===== src/shared/tcce_pkg.sv =====
// constants, register indices and field layout of the timer
// compare/capture/event block.
// assumes a 32-bit AXI4-Lite register bus, one word per register.
package tcce_pkg;

  // ------------------------------------------------------------
  // addressing: index = printed offset, byte address = 4 * index
  // ------------------------------------------------------------
  localparam int AW = 13;               // byte address width
  localparam int IW = 11;               // word index width
  localparam logic [IW-1:0] IDX_MODE  = 11'h400;
  localparam logic [IW-1:0] IDX_XMODE = 11'h402;
  localparam logic [IW-1:0] IDX_EVENT = 11'h403;
  localparam logic [IW-1:0] IDX_REF   = 11'h404;
  localparam logic [IW-1:0] IDX_CAP   = 11'h408;
  localparam logic [IW-1:0] IDX_CNT   = 11'h40c;
  localparam logic [IW-1:0] IDX_MASK  = 11'h410;

  // ------------------------------------------------------------
  // field positions
  // ------------------------------------------------------------
  localparam int XM_DMA   = 7;          // transfer_request_enable
  localparam int XM_HALT  = 6;          // stop while core halted
  localparam int XM_WIDE  = 0;          // wide_step_mode
  localparam int EV_REF   = 1;          // match flag
  localparam int EV_CAP   = 0;          // edge_latched_flag
  localparam int MD_CE    = 6;          // low bit of edge select
  localparam int MD_MATCH_REQUEST_ENABLE  = 4;          // match_request_enable
  localparam int MD_FRR   = 3;          // restart_on_match
  localparam int MD_RUN   = 0;          // counter enable

  // ------------------------------------------------------------
  // codes and reset values
  // ------------------------------------------------------------
  localparam logic [1:0]  CE_REF    = 2'h0;
  localparam logic [1:0]  CE_RISE   = 2'h1;
  localparam logic [1:0]  CE_FALL   = 2'h2;
  localparam logic [1:0]  CE_ANY    = 2'h3;
  localparam logic [15:0] RST_MODE  = 16'h0000;
  localparam logic [7:0]  RST_XMODE = 8'h00;
  localparam logic [1:0]  RST_FLAGS = 2'h0;
  localparam logic [1:0]  RST_MASK  = 2'h3;
  localparam logic [31:0] RST_REF   = 32'hffffffff;
  localparam logic [31:0] RST_CAP   = 32'h00000000;
  localparam logic [31:0] STEP_ONE  = 32'h00000001;
  localparam logic [31:0] STEP_WIDE = 32'h00010001;
  localparam logic [7:0]  XM_USED   = 8'hc1;
  localparam logic [1:0]  RESP_OK   = 2'h0;
  localparam logic [1:0]  RESP_ERR  = 2'h2;

  // byte-lane merge of a bus write into a stored word
  function automatic logic [31:0] tcce_merge(
    input logic [31:0] old_w,
    input logic [31:0] new_w,
    input logic [3:0]  be
  );
    logic [31:0] r;
    r = old_w;
    for (int i = 0; i < 4; i++)
      if (be[i])
        r[8*i +: 8] = new_w[8*i +: 8];
    return r;
  endfunction

endpackage


===== src/shared/tcce_reg_if.sv =====
// register access strobes between the bus slave and the registers.
// assumes both ends run on the same clock.
`timescale 1ns/1ps
`default_nettype none
interface tcce_reg_if;
  import tcce_pkg::*;
  logic          wr;      // one-cycle write strobe
  logic [IW-1:0] waddr;   // write word index
  logic [31:0]   wdata;   // write data
  logic [3:0]    wstrb;   // byte enables
  logic [IW-1:0] raddr;   // read word index
  logic [31:0]   rdata;   // read data, combinational
  logic          whit;    // write index is mapped
  logic          rhit;    // read index is mapped
  modport bus  (output wr, waddr, wdata, wstrb, raddr,
                input  rdata, whit, rhit);
  modport regs (input  wr, waddr, wdata, wstrb, raddr,
                output rdata, whit, rhit);
endinterface
`default_nettype wire


===== src/rtl/tcce_edge.sv =====
// edge detector on the timer input pin for the capture path.
// assumes the pin is already synchronous to clk.
`timescale 1ns/1ps
`default_nettype none
module tcce_edge
  import tcce_pkg::*;
(
  // clock and reset
  input  wire logic       clk,
  input  wire logic       rst_b,
  // pin and selection
  input  wire logic       pin,
  input  wire logic [1:0] sel,
  // result
  output logic            hit
);
  typedef struct packed {
    logic armed;   // one sample taken since reset
    logic prev;    // pin one cycle ago
  } tcce_edge_st_t;
  tcce_edge_st_t s_q, s_d;

  // armed guards against a false edge right after reset
  always_comb
  begin
    s_d       = s_q;
    s_d.armed = 1'b1;
    s_d.prev  = pin;
  end

  always_ff @(posedge clk)
  begin
    if (!rst_b)
      s_q <= '0;
    else
      s_q <= s_d;
  end

  // chosen transition only; edge select 00 never hits
  always_comb
  begin
    hit = 1'b0;
    if (s_q.armed)
      case (sel)
        CE_RISE: hit = pin & ~s_q.prev;
        CE_FALL: hit = ~pin & s_q.prev;
        CE_ANY:  hit = pin ^ s_q.prev;
        default: hit = 1'b0;
      endcase
  end
endmodule
`default_nettype wire


===== src/rtl/tcce_axil.sv =====
// AXI4-Lite slave: turns bus transfers into register strobes.
// assumes one write and one read outstanding at most.
`timescale 1ns/1ps
`default_nettype none
module tcce_axil
  import tcce_pkg::*;
(
  // clock and reset
  input  wire logic          clk,
  input  wire logic          rst_b,
  // write channels
  input  wire logic [AW-1:0] awaddr,
  input  wire logic          awvalid,
  output logic               awready,
  input  wire logic [31:0]   wdata,
  input  wire logic [3:0]    wstrb,
  input  wire logic          wvalid,
  output logic               wready,
  output logic [1:0]         bresp,
  output logic               bvalid,
  input  wire logic          bready,
  // read channels
  input  wire logic [AW-1:0] araddr,
  input  wire logic          arvalid,
  output logic               arready,
  output logic [31:0]        rdata,
  output logic [1:0]         rresp,
  output logic               rvalid,
  input  wire logic          rready,
  // register side
  tcce_reg_if.bus            rif
);
  typedef struct packed {
    logic aw_got; logic w_got; logic [AW-1:0] waddr;
    logic [31:0] wdata; logic [3:0] wstrb;
    logic bvalid; logic [1:0] bresp; logic awrdy; logic wrdy;
    logic ar_pend; logic [AW-1:0] raddr; logic arrdy;
    logic rvalid; logic [31:0] rdata; logic [1:0] rresp;
  } tcce_axil_st_t;
  tcce_axil_st_t s_q, s_d;
  logic do_wr;

  // write fires once address and data are both held
  assign do_wr = s_q.aw_got & s_q.w_got & ~s_q.bvalid;

  always_comb
  begin
    s_d = s_q;
    if (s_q.awrdy && awvalid)
    begin
      s_d.aw_got = 1'b1;
      s_d.waddr  = awaddr;
    end
    if (s_q.wrdy && wvalid)
    begin
      s_d.w_got = 1'b1;
      s_d.wdata = wdata;
      s_d.wstrb = wstrb;
    end
    if (s_q.bvalid && bready)
      s_d.bvalid = 1'b0;
    if (do_wr)
    begin
      s_d.bvalid = 1'b1;
      s_d.bresp  = rif.whit ? RESP_OK : RESP_ERR;
      s_d.aw_got = 1'b0;
      s_d.w_got  = 1'b0;
    end
    if (s_q.arrdy && arvalid)
    begin
      s_d.ar_pend = 1'b1;
      s_d.raddr   = araddr;
    end
    if (s_q.rvalid && rready)
      s_d.rvalid = 1'b0;
    // unmapped reads answer zero with an error response
    if (s_q.ar_pend)
    begin
      s_d.ar_pend = 1'b0;
      s_d.rvalid  = 1'b1;
      s_d.rdata   = rif.rhit ? rif.rdata : 32'h00000000;
      s_d.rresp   = rif.rhit ? RESP_OK : RESP_ERR;
    end
    s_d.awrdy = ~s_d.aw_got & ~s_d.bvalid;
    s_d.wrdy  = ~s_d.w_got & ~s_d.bvalid;
    s_d.arrdy = ~s_d.ar_pend & ~s_d.rvalid;
  end

  always_ff @(posedge clk)
  begin
    if (!rst_b)
      s_q <= '0;
    else
      s_q <= s_d;
  end

  assign rif.wr    = do_wr;
  assign rif.waddr = s_q.waddr[AW-1:2];
  assign rif.wdata = s_q.wdata;
  assign rif.wstrb = s_q.wstrb;
  assign rif.raddr = s_q.raddr[AW-1:2];
  assign awready   = s_q.awrdy;
  assign wready    = s_q.wrdy;
  assign bvalid    = s_q.bvalid;
  assign bresp     = s_q.bresp;
  assign arready   = s_q.arrdy;
  assign rvalid    = s_q.rvalid;
  assign rdata     = s_q.rdata;
  assign rresp     = s_q.rresp;
endmodule
`default_nettype wire


===== src/rtl/tcce_top.sv =====
// timer compare, capture and event flags with request routing.
// assumes a prescaled tick pulse from outside and a pin input
// synchronous to clk; registers are reached over AXI4-Lite.
//
// Function
// (RQ1) ext mode bit 7 routes events to DMA
// (RQ2) ext mode bit 6 freezes counter on halt
// (RQ3) halt freeze only in reference compare mode
// (RQ4) bit 0 selects step 1 or 65,537
// (RQ5) wide step still compares all 32 bits
// (RQ6) flags set regardless of any enables
// (RQ7) write one clears flag, both together allowed
// (RQ8) handler clears flags early to drop interrupt
// (RQ9) DMA acknowledge clears both flags
// (RQ10) bit 1 match flag, bit 0 capture flag
// (RQ11) capture flag requests when edge select nonzero
// (RQ12) edge select 00 gives no capture request
// (RQ13) match when equal and next tick arrives
// (RQ14) selected pin edge copies counter to capture
// (RQ15) pin must not clock counter during capture
// (RQ16) match request gated by match request enable
// (RQ17) restart returns counter to zero on match
// (RQ18) request outputs are levels following the flags
`timescale 1ns/1ps
`default_nettype none
module tcce_top
  import tcce_pkg::*;
(
  // clock and reset
  input  wire logic                   clk,
  input  wire logic                   rst_b,
  // axi4-lite write channels
  input  wire logic [tcce_pkg::AW-1:0] s_axi_awaddr,
  input  wire logic                   s_axi_awvalid,
  output logic                        s_axi_awready,
  input  wire logic [31:0]            s_axi_wdata,
  input  wire logic [3:0]             s_axi_wstrb,
  input  wire logic                   s_axi_wvalid,
  output logic                        s_axi_wready,
  output logic [1:0]                  s_axi_bresp,
  output logic                        s_axi_bvalid,
  input  wire logic                   s_axi_bready,
  // axi4-lite read channels
  input  wire logic [tcce_pkg::AW-1:0] s_axi_araddr,
  input  wire logic                   s_axi_arvalid,
  output logic                        s_axi_arready,
  output logic [31:0]                 s_axi_rdata,
  output logic [1:0]                  s_axi_rresp,
  output logic                        s_axi_rvalid,
  input  wire logic                   s_axi_rready,
  // timing inputs
  input  wire logic                   tick,
  input  wire logic                   core_halted,
  input  wire logic                   timer_input_pin,
  // dma handshake and requests
  input  wire logic                   dma_ack,
  output logic                        dma_req,
  output logic                        irq,
  // counter view for the output stage
  output logic [31:0]                 count_value,
  output logic                        match_pulse
);

  // ------------------------------------------------------------
  // state
  // ------------------------------------------------------------
  typedef struct packed {
    logic [15:0] mode;    // primary_mode_reg
    logic [7:0]  xmode;   // extended_mode_reg
    logic [1:0]  flags;   // event_flags_reg
    logic [1:0]  mask;    // interrupt mask, same layout
    logic [31:0] ref_v;   // match_value_reg
    logic [31:0] cap_v;   // latched_count_reg
    logic [31:0] cnt;     // count_value
    logic        irq;     // interrupt request level
    logic        dma;     // dma request level
    logic        match;   // one-cycle match event
  } tcce_top_st_t;

  tcce_top_st_t s_q, s_d;
  tcce_reg_if   rif ();

  logic [1:0]  ce;        // edge select field
  logic        dma_en;    // transfer_request_enable
  logic        stop;      // halt freeze in effect
  logic        go;        // counter advances this cycle
  logic        eq;        // full 32-bit compare
  logic [31:0] step;      // increment per tick
  logic        cap_hit;   // selected pin transition
  logic        wr_cnt;    // software write to the counter
  logic        wr_ev;     // software write to event flags
  logic [1:0]  w1c;       // flags cleared by software
  logic [1:0]  ack_clr;   // flags cleared by dma acknowledge

  // ------------------------------------------------------------
  // bus slave and pin edge detector
  // ------------------------------------------------------------
  tcce_axil u_axil (
    .clk     (clk),
    .rst_b   (rst_b),
    .awaddr  (s_axi_awaddr),
    .awvalid (s_axi_awvalid),
    .awready (s_axi_awready),
    .wdata   (s_axi_wdata),
    .wstrb   (s_axi_wstrb),
    .wvalid  (s_axi_wvalid),
    .wready  (s_axi_wready),
    .bresp   (s_axi_bresp),
    .bvalid  (s_axi_bvalid),
    .bready  (s_axi_bready),
    .araddr  (s_axi_araddr),
    .arvalid (s_axi_arvalid),
    .arready (s_axi_arready),
    .rdata   (s_axi_rdata),
    .rresp   (s_axi_rresp),
    .rvalid  (s_axi_rvalid),
    .rready  (s_axi_rready),
    .rif     (rif)
  );

  tcce_edge u_edge (
    .clk   (clk),
    .rst_b (rst_b),
    .pin   (timer_input_pin),
    .sel   (ce),
    .hit   (cap_hit)  // RQ14
  );

  // ------------------------------------------------------------
  // decoded controls
  // ------------------------------------------------------------
  assign ce     = s_q.mode[MD_CE +: 2];
  assign dma_en = s_q.xmode[XM_DMA];
  // freeze only counts in reference mode; capture ignores it
  assign stop   = s_q.xmode[XM_HALT] & core_halted
                & (ce == CE_REF);                  // RQ2 RQ3
  assign go     = s_q.mode[MD_RUN] & tick & ~stop;
  // upper half is not masked off in wide mode
  assign eq     = (s_q.cnt == s_q.ref_v);          // RQ5
  assign step   = s_q.xmode[XM_WIDE] ? STEP_WIDE
                                     : STEP_ONE;   // RQ4
  assign wr_cnt = rif.wr & (rif.waddr == IDX_CNT);
  assign wr_ev  = rif.wr & (rif.waddr == IDX_EVENT);
  assign w1c    = wr_ev ? (rif.wdata[1:0] & {2{rif.wstrb[0]}})
                        : 2'h0;                    // RQ7
  assign ack_clr = (dma_ack & dma_en) ? 2'h3 : 2'h0; // RQ9

  // ------------------------------------------------------------
  // register map decode
  // ------------------------------------------------------------
  // unmapped indices raise the error response in the slave
  always_comb
  begin
    rif.whit = 1'b1;
    case (rif.waddr)
      IDX_MODE, IDX_XMODE, IDX_EVENT, IDX_REF,
      IDX_CAP, IDX_CNT, IDX_MASK: rif.whit = 1'b1;
      default:                    rif.whit = 1'b0;
    endcase
  end

  // reads show live state; reserved bits read zero
  always_comb
  begin
    rif.rhit  = 1'b1;
    rif.rdata = 32'h00000000;
    case (rif.raddr)
      IDX_MODE:  rif.rdata = {16'h0000, s_q.mode};
      IDX_XMODE: rif.rdata = {24'h000000, s_q.xmode};
      IDX_EVENT: rif.rdata = {30'h0, s_q.flags};
      IDX_REF:   rif.rdata = s_q.ref_v;
      IDX_CAP:   rif.rdata = s_q.cap_v;
      IDX_CNT:   rif.rdata = s_q.cnt;
      IDX_MASK:  rif.rdata = {30'h0, s_q.mask};
      default:   rif.rhit  = 1'b0;
    endcase
  end

  // ------------------------------------------------------------
  // next-state logic
  // ------------------------------------------------------------
  always_comb
  begin
    logic [31:0] mrg;
    logic [31:0] mrg_m;
    logic        ref_rq;
    logic        cap_rq;
    s_d       = s_q;
    s_d.match = 1'b0;
    ref_rq    = 1'b0;
    cap_rq    = 1'b0;
    mrg       = tcce_merge(32'h00000000, rif.wdata, rif.wstrb);
    // mode keeps its own bytes where the strobe is low
    mrg_m     = tcce_merge({16'h0000, s_q.mode}, rif.wdata, rif.wstrb);

    // software writes to the plain registers
    if (rif.wr)
      case (rif.waddr)
        IDX_MODE:
          s_d.mode = mrg_m[15:0];
        IDX_XMODE:
          // reserved bits stay clear
          if (rif.wstrb[0])
            s_d.xmode = mrg[7:0] & XM_USED;
        IDX_REF:
          s_d.ref_v = tcce_merge(s_q.ref_v, rif.wdata,
                                 rif.wstrb);
        IDX_CAP:
          s_d.cap_v = tcce_merge(s_q.cap_v, rif.wdata,
                                 rif.wstrb);
        IDX_MASK:
          if (rif.wstrb[0])
            s_d.mask = mrg[1:0];
        default:
          s_d.mode = s_q.mode;
      endcase

    // counter: compare happens as the next tick arrives
    if (go)
    begin
      if (eq)
      begin
        s_d.match = 1'b1;                          // RQ13
        s_d.cnt   = s_q.mode[MD_FRR] ? 32'h00000000
                                     : s_q.cnt + step; // RQ17
      end
      else
        s_d.cnt = s_q.cnt + step;                  // RQ4
    end
    // any write clears the counter and beats the tick
    if (wr_cnt)
      s_d.cnt = 32'h00000000;

    // a capture edge overrides a same-cycle software write
    if (cap_hit)
      s_d.cap_v = s_q.cnt;                         // RQ14

    // set beats clear so no event is lost
    s_d.flags = (s_q.flags & ~(w1c | ack_clr))     // RQ7 RQ9
              | {s_d.match, cap_hit};              // RQ6 RQ10

    // request routing from the next flags, so the outputs
    // track the flags in the same cycle they change
    ref_rq = s_d.flags[EV_REF] & s_d.mode[MD_MATCH_REQUEST_ENABLE]; // RQ16
    cap_rq = s_d.flags[EV_CAP]
           & (s_d.mode[MD_CE +: 2] != CE_REF);     // RQ11 RQ12
    s_d.dma = s_d.xmode[XM_DMA] & (ref_rq | cap_rq); // RQ1
    s_d.irq = ~s_d.xmode[XM_DMA]
            & |({ref_rq, cap_rq} & s_d.mask);      // RQ1 RQ18
  end

  // ------------------------------------------------------------
  // state register
  // ------------------------------------------------------------
  always_ff @(posedge clk)
  begin
    if (!rst_b)
    begin
      s_q       <= '0;
      s_q.mode  <= RST_MODE;
      s_q.xmode <= RST_XMODE;
      s_q.flags <= RST_FLAGS;
      s_q.mask  <= RST_MASK;
      s_q.ref_v <= RST_REF;
      s_q.cap_v <= RST_CAP;
    end
    else
      s_q <= s_d;
  end

  // outputs straight from the state register
  assign irq         = s_q.irq;
  assign dma_req     = s_q.dma;
  assign count_value = s_q.cnt;
  assign match_pulse = s_q.match;
endmodule
`default_nettype wire


===== config.mk =====
export PLATFORM = sky130hd
export DESIGN_NAME = tcce_top
export DESIGN_NICKNAME = d
export VERILOG_FILES = /design/src/shared/tcce_pkg.sv /design/src/shared/tcce_reg_if.sv /design/src/rtl/tcce_edge.sv /design/src/rtl/tcce_axil.sv /design/src/rtl/tcce_top.sv
export SDC_FILE = /design/constraint.sdc
export NUM_CORES = 1
export LEC_CHECK = 0
export BUFFER_PORTS_ARGS = -buffer_cell sky130_fd_sc_hd__buf_2
export CORE_ASPECT_RATIO = 1.4
export CORE_MARGIN = 2
export CORE_UTILIZATION = 35
export DETAILED_ROUTE_END_ITERATION = 8
export PLACE_DENSITY_LB_ADDON = 0.3
export SYNTH_ARGS = -nofsm -noshare
export SYNTH_HDL_FRONTEND = slang
export SYNTH_SLANG_ARGS = --single-unit

===== constraint.sdc =====
create_clock -name clk -period 5.3 [get_ports clk]
set_clock_uncertainty 0.1 [all_clocks]
set_input_delay 1.06 -clock clk [delete_from_list [all_inputs] [get_ports clk]]
set_output_delay 1.06 -clock clk [all_outputs]
set_load 0.005 [all_outputs]

==> flow_summary.json, run 1 <==
{
  "dieArea_mm2": 0.03174,
  "sw_frac_of_total_pct": 23.12,
  "critPathMaxStageDelay_ns": 0.82,
  "die_height_um": 210,
  "cts_max_level": 1,
  "critical_path.cell_chain": "buf_2 -> inv_1 -> ha_1 -> nand2b_1 -> a21boi_0 -> o21a_1 -> a21o_1 -> o211ai_1 -> o211a_1",
  "floorplan.core_area_mm2": 0.02994,
  "proportion_of_layout_cells_with_a_drive_suffix_above_1_pct": 19.33,
  "postCtsResizedCells": 0,
  "grt_antenna_before_repair": 0,
  "floorplan.die.width_um": 151.1,
  "area_growth_pct": 11.69,
  "seqPwrFrac_pct": 48.6,
  "critPathMaxFanout": 18,
  "ys_seq_area_share_pct": 42.27,
  "maxSlewViolCount": 0,
  "route.detailed.vias_per_inst": 5.121,
  "average_wire_per_standard_cell_um": 18.52,
  "hold_path_class": "flip-flop to flip-flop",
  "cellPowerDensity_mw_per_mm2": 302.5,
  "cp.required_ns": 5.62,
  "net-switching-power_mw": 0.8289,
  "synth_edf_count": 0,
  "hold_viol": 0,
  "multi_input_comb_area_mm2": 0.005283,
  "yosys_register_bits": 224,
  "fin_total_pwr_mw": 3.585,
  "cts-root-to-sink-buffers": 3,
  "final-seq-area_mm2": 0.004486,
  "dp_cells": 1597,
  "cpMaxStageDelayCell": "sky130_fd_sc_hd__o21a_1",
  "grt_max_degree": 84,
  "std_cell_rows": 75,
  "final-instance-count-excl-fill": 1637,
  "synth-main-ff-cell": "sky130_fd_sc_hd__dfxtp_1",
  "synth_area_mm2": 0.01061,
  "route.detailed.drc": 0,
  "first_global_vias": 8149,
  "drt_pre_antenna_iters": 5,
  "ctsHoldBuffers": 0,
  "internal_power_mw": 2.756,
  "post_cts_buffers": 0,
  "yosys_warnings": 0,
  "critical_path.startpoint_type": "input pin",
  "relSlewSlack_pct": 30.09,
  "p_leak_nw": 4.926,
  "layout_worst_path_cycle_share_pct": 61.24,
  "run_status": "completed",
  "fin_setup_tns_ns": 0,
  "initial_utilization_pct": 35.44,
  "yosys.cell_types.count": 56,
  "clkSinkCount": 224,
  "timing.final.crit_period_ns": 3.246,
  "routed_wirelength_mm": 30.32,
  "asyncSetResetFlopFracSynth_pct": 0,
  "drv.max_cap_violation_count": 0,
  "ir_drop_mv": 0.1905,
  "cpLargestDelayFamily": "compound AO/OA/AOI/OAI gates",
  "dp.final_hpwl_mm": 21.09,
  "critical_path_arrival_ns": 3.57,
  "grt_pass1_wl_mm": 46.88,
  "num_antenna_cells": 0,
  "rsz0062_at_grt": "false",
  "type_of_the_worst_setup_path": "input pin to flip-flop",
  "worstMarginPinSlew_ns": 1.049,
  "gpl.final_weighted_congestion": 0.8185,
  "vias": 8383,
  "grt.total_usage_pct": 18.95,
  "initialDrtViolationCount": 478,
  "overflow": 0,
  "fillerInstances": 3024,
  "nets": 1315,
  "share_comb_of_total_power_pct": 5.1,
  "cts-root-buf": "sky130_fd_sc_hd__clkbuf_16",
  "ant_nets": 0,
  "endpoint_kind": "flip-flop",
  "clk_latency_worst_skew_pair_ns": 0.53,
  "max_freq_mhz": 308.1,
  "finalSetupViolations": 0,
  "syn-instance-count": 1204,
  "clock_power_share_pct": 46.4,
  "io-pin-count": 149,
  "worst-path-buf-inv": 2,
  "synthesis.area_per_instance_um2": 8.811,
  "clk_pin_slew_worst_paths_ns": 0.06,
  "tritoncts": "built",
  "io_buffer_count": 142,
  "cts_inserted_buffers": 24
}
kinds of logic after synthesis:
family,count (synthesis),synth area share (%)
AO/OA/AOI/OAI,201,13.60
adder cells (fa/ha/maj),4,0.4718
other,1,0.03535
buffers and inverters,153,8.067
AND/OR/NAND/NOR,476,21.36
XOR/XNOR,63,5.201
multiplexers,82,8.999
flip-flops,224,42.27
state kept, by name, summed over array words and instances (netlist names), 2 cells and up:
| name | cells |
|---|---|
| s_q | 84 |
| count_value | 32 |
| u_axil.rdata | 32 |
| u_axil.rif.wdata | 32 |
| u_axil.rif.raddr | 11 |
| u_axil.rif.waddr | 11 |
| u_axil.rif.wstrb | 4 |
| u_axil.s_q | 3 |
| ce | 2 |
| u_edge.s_q | 2 |
cell type report:
class                   count  area share, %
clock inverters             7         0.5385
inverters                   5         0.1584
well taps                 385          4.065
multi-input cells         828          44.58
repair buffers            155          6.843
clock buffers              33          5.956
flip-flops and latches    224          37.86
tightest hold or removal path, cell delays in order, from the launching register on:
cell and delay (ns):
sky130_fd_sc_hd__dfxtp_1 0.32, sky130_fd_sc_hd__nand2_1 0.04, sky130_fd_sc_hd__o21ai_0 0.05
power groups by stage:
stage,combinational [mW],sequential (mW),clock [mW]
global placement,0.183,1.78,0
floorplan,0.119,1.77,0
finish,0.182,1.74,1.66
detailed placement,0.185,1.78,0
CTS,0.185,1.74,1.70
global route,0.202,1.74,1.75
metal layers:
metal | vias up | routed length [um] | GRT usage (%)
met2 | 177 | 15390 | 33.42
li1 | 4154 | - | -
met1 | 4008 | 12950 | 23.73
met5 | - | 0 | 0
met3 | 44 | 1126 | 2.359
met4 | 0 | 860 | 6.349
through the flow:
stage	setup slack [ns]	hold slack, ns	utilization (%)	instance area [um^2]
2_1_floorplan	2.478	0.3263	-	10610
3_3_place_gp	1.609	0.3327	37.01	11080
3_5_place_dp	1.549	0.3402	37.01	11080
4_1_cts	2.092	0.3549	39.58	11850
5_1_grt	1.851	0.3808	39.58	11850
6_report	2.054	0.3480	39.58	11850
synth_stat cells (all sizes together) (17+ instances only):
library cell	count	area share, %
nor2b	25	1.5
xor2	26	2.1
mux2i	56	5.3
nor2	49	1.7
dfxtp	224	42
clkbuf	62	2.2
nand3	71	3.3
xnor2	37	3.1
nand4	29	1.8
o211a	25	2.4
a22oi	25	1.8
o21ai	50	2.4
nand2	252	9.2
buf	86	5.7
mux2	17	1.8
a21boi	61	4.3
path summary, 6_finish.rpt:
path / startpoint / to / slack [ns] / depth (start not counted)
setup / recovery: timer_input_pin / s_q[50] / 2.05 / 9
setup reg to reg: u_axil.bvalid / count_value[27] / 2.24 / 5
hold reg to reg: u_axil.rdata[31] / u_axil.rdata[31] / 0.35 / 2
hold / removal: u_axil.rdata[31] / u_axil.rdata[31] / 0.35 / 2
cells in the final DEF (no fill, tap or decap), types with 14 or more instances in the layout:
| cell | count |
|---|---|
| sky130_fd_sc_hd__nand2_1 | 247 |
| sky130_fd_sc_hd__dfxtp_1 | 223 |
| sky130_fd_sc_hd__buf_2 | 141 |
| sky130_fd_sc_hd__nand3_1 | 71 |
| sky130_fd_sc_hd__a21boi_0 | 61 |
| sky130_fd_sc_hd__mux2i_1 | 56 |
| sky130_fd_sc_hd__nor2_1 | 49 |
| sky130_fd_sc_hd__o21ai_0 | 49 |
| sky130_fd_sc_hd__xnor2_1 | 37 |
| sky130_fd_sc_hd__nand4_1 | 28 |
| sky130_fd_sc_hd__xor2_1 | 26 |
| sky130_fd_sc_hd__a22oi_1 | 25 |
| sky130_fd_sc_hd__o211a_1 | 25 |
| sky130_fd_sc_hd__clkbuf_16 | 25 |
| sky130_fd_sc_hd__nor2b_1 | 24 |
| sky130_fd_sc_hd__mux2_2 | 17 |
| sky130_fd_sc_hd__buf_4 | 14 |
Note: power is estimated with default switching activity, not from simulation.
==> run 2: changes to the inputs <==
==> constraint.sdc (replaced) <==
create_clock -name clk -period 3.2 [get_ports clk]
set_clock_uncertainty 0.1 [all_clocks]
set_input_delay 0.64 -clock clk [delete_from_list [all_inputs] [get_ports clk]]
set_output_delay 0.64 -clock clk [all_outputs]
set_load 0.005 [all_outputs]
==> flow_summary.json, run 2 (same netlist as run 1, synthesis figures left out) <==
{
  "vias": 8535,
  "drt-met1-wl_mm": 12.84,
  "cpLargestDelayFamily": "simple AND/OR/NAND/NOR gates",
  "average_wire_per_standard_cell_um": 18.45,
  "worstMarginPinSlew_ns": 1.009,
  "tritoncts": "built",
  "std_cell_rows": 75,
  "floorplan.die.width_um": 151.1,
  "largest_register_ff_count": 84,
  "clk_pin_slew_worst_paths_ns": 0.06,
  "fin_total_pwr_mw": 5.832,
  "cts_max_level": 1,
  "clk_latency_worst_skew_pair_ns": 0.50,
  "relSlewSlack_pct": 32.67,
  "maxSlewViolCount": 0,
  "dieArea_mm2": 0.03174,
  "postCtsResizedCells": 0,
  "ant_nets": 0,
  "io-pin-count": 149,
  "routed_wirelength_mm": 30.70,
  "wl_met2_mm": 15.42,
  "critPathMaxFanout": 16,
  "critPathMaxStageDelay_ns": 0.44,
  "cts-root-buf": "sky130_fd_sc_hd__clkbuf_16",
  "crit-reg2reg-launch": "count_value[29]",
  "num_antenna_cells": 0,
  "grt_pass1_wl_mm": 47.67,
  "grt.total_usage_pct": 19.21,
  "initial_utilization_pct": 35.44,
  "layout_common_cells": "sky130_fd_sc_hd__nand2_1 (248), sky130_fd_sc_hd__dfxtp_1 (223), sky130_fd_sc_hd__buf_2 (141)",
  "critical_path.startpoint_type": "flip-flop",
  "drv.max_cap_violation_count": 0,
  "endpoint_kind": "flip-flop",
  "route.detailed.drc": 0,
  "cpMaxStageDelayCell": "sky130_fd_sc_hd__nor4_1",
  "finalSetupViolations": 0,
  "ctsHoldBuffers": 0,
  "area_growth_pct": 13.35,
  "cellPowerDensity_mw_per_mm2": 485.0,
  "detailedPlace.worstSlack_ns": 0.3856,
  "run_status": "completed",
  "fin_setup_tns_ns": 0,
  "grt_max_degree": 97,
  "floorplan.core_area_mm2": 0.02994,
  "initialDrtViolationCount": 535,
  "route.detailed.vias_per_inst": 5.129,
  "final_critical_path_setup_slack_ns": 0.6290,
  "post_cts_buffers": 0,
  "io_buffer_count": 142,
  "clkSinkCount": 224,
  "most_common_cell_after_layout_fill_and_taps_aside": "sky130_fd_sc_hd__nand2_1",
  "layout_worst_path_cycle_share_pct": 80.34,
  "dp.final_hpwl_mm": 22.19,
  "critical_path_arrival_ns": 2.86,
  "startpoint": "count_value[29]",
  "max_freq_mhz": 388.9,
  "first_global_vias": 8409,
  "cts_inserted_buffers": 23,
  "grt_antenna_before_repair": 1,
  "worst-path-buf-inv": 1,
  "final_util_pct": 40.17,
  "timing.reg2reg.setup_slack_ns": 0.63,
  "drt_pre_antenna_iters": 5,
  "ir_drop_mv": 0.3732,
  "overflow": 0,
  "proportion_of_layout_cells_with_a_drive_suffix_above_1_pct": 20.56,
  "gpl.final_weighted_congestion": 0.8199,
  "hold_start": "timer_input_pin",
  "rsz0062_at_grt": "false",
  "cts-root-to-sink-buffers": 3,
  "routed-wl-met3_mm": 1.442,
  "die_height_um": 210,
  "p_leak_nw": 5.043,
  "highest-signal-layer": "met4",
  "hold_viol": 0,
  "nets": 1340,
  "cp.required_ns": 3.49,
  "hold_path_class": "input pin to flip-flop",
  "timing.final.crit_period_ns": 2.571,
  "critical_path.cell_chain": "xnor2_1 -> nand4_1 -> nor4_1 -> and2_1 -> a31o_2 -> buf_12 -> nor2_1",
  "most_flops_register": "s_q",
  "type_of_the_worst_setup_path": "flip-flop to flip-flop"
}
## run 2: worst reg2reg max path: cells and delay by family (launching register included)
kind / cells / cell delay (ns)
AND/OR/NAND/NOR: 4 / 0.91
AO/OA/AOI/OAI: 1 / 0.44
XOR/XNOR: 1 / 0.42
flip-flops: 1 / 0.39
buffers and inverters: 1 / 0.21
## run 2: worst paths after layout
kind,to,cells past startpoint
max,count_value[25],7
min,u_edge.s_q[0],2
max reg2reg,count_value[25],7
min reg2reg,u_axil.rdata[14],2
## run 2: report_power, final
part           switching (mW)  internal, mW  total, mW
Sequential             0.0600          2.83       2.89
Clock                    1.10          1.54       2.63
Combinational           0.178         0.130      0.308
Total                    1.33          4.50       5.83
## run 2: cell type report
class / count / area, um^2
tap: 385 / 481.7
inverter: 5 / 18.77
multi-input combinational: 828 / 5279
clock buffer: 39 / 725.7
clock inverter: 2 / 16.27
fill: 3023 / 17910
timing repair buffer: 181 / 1018
sequential: 224 / 4486
## run 2: through the flow
stage	instance area (um^2)	hold slack, ns	std cells
6_report	12030	0.2787	1664
5_1_grt	12030	0.2759	1664
4_1_cts	12030	0.2703	1664
3_5_place_dp	11280	0.3370	1623
3_3_place_gp	11280	0.3323	1623
2_1_floorplan	10610	0.3263	1205
## run 2: metal layers
layer  global-route usage [%]  up-vias
li1                         -     4200
met1                    23.55     4059
met2                    33.89      217
met3                    2.965       59
met4                    6.800        0
met5                        0        -
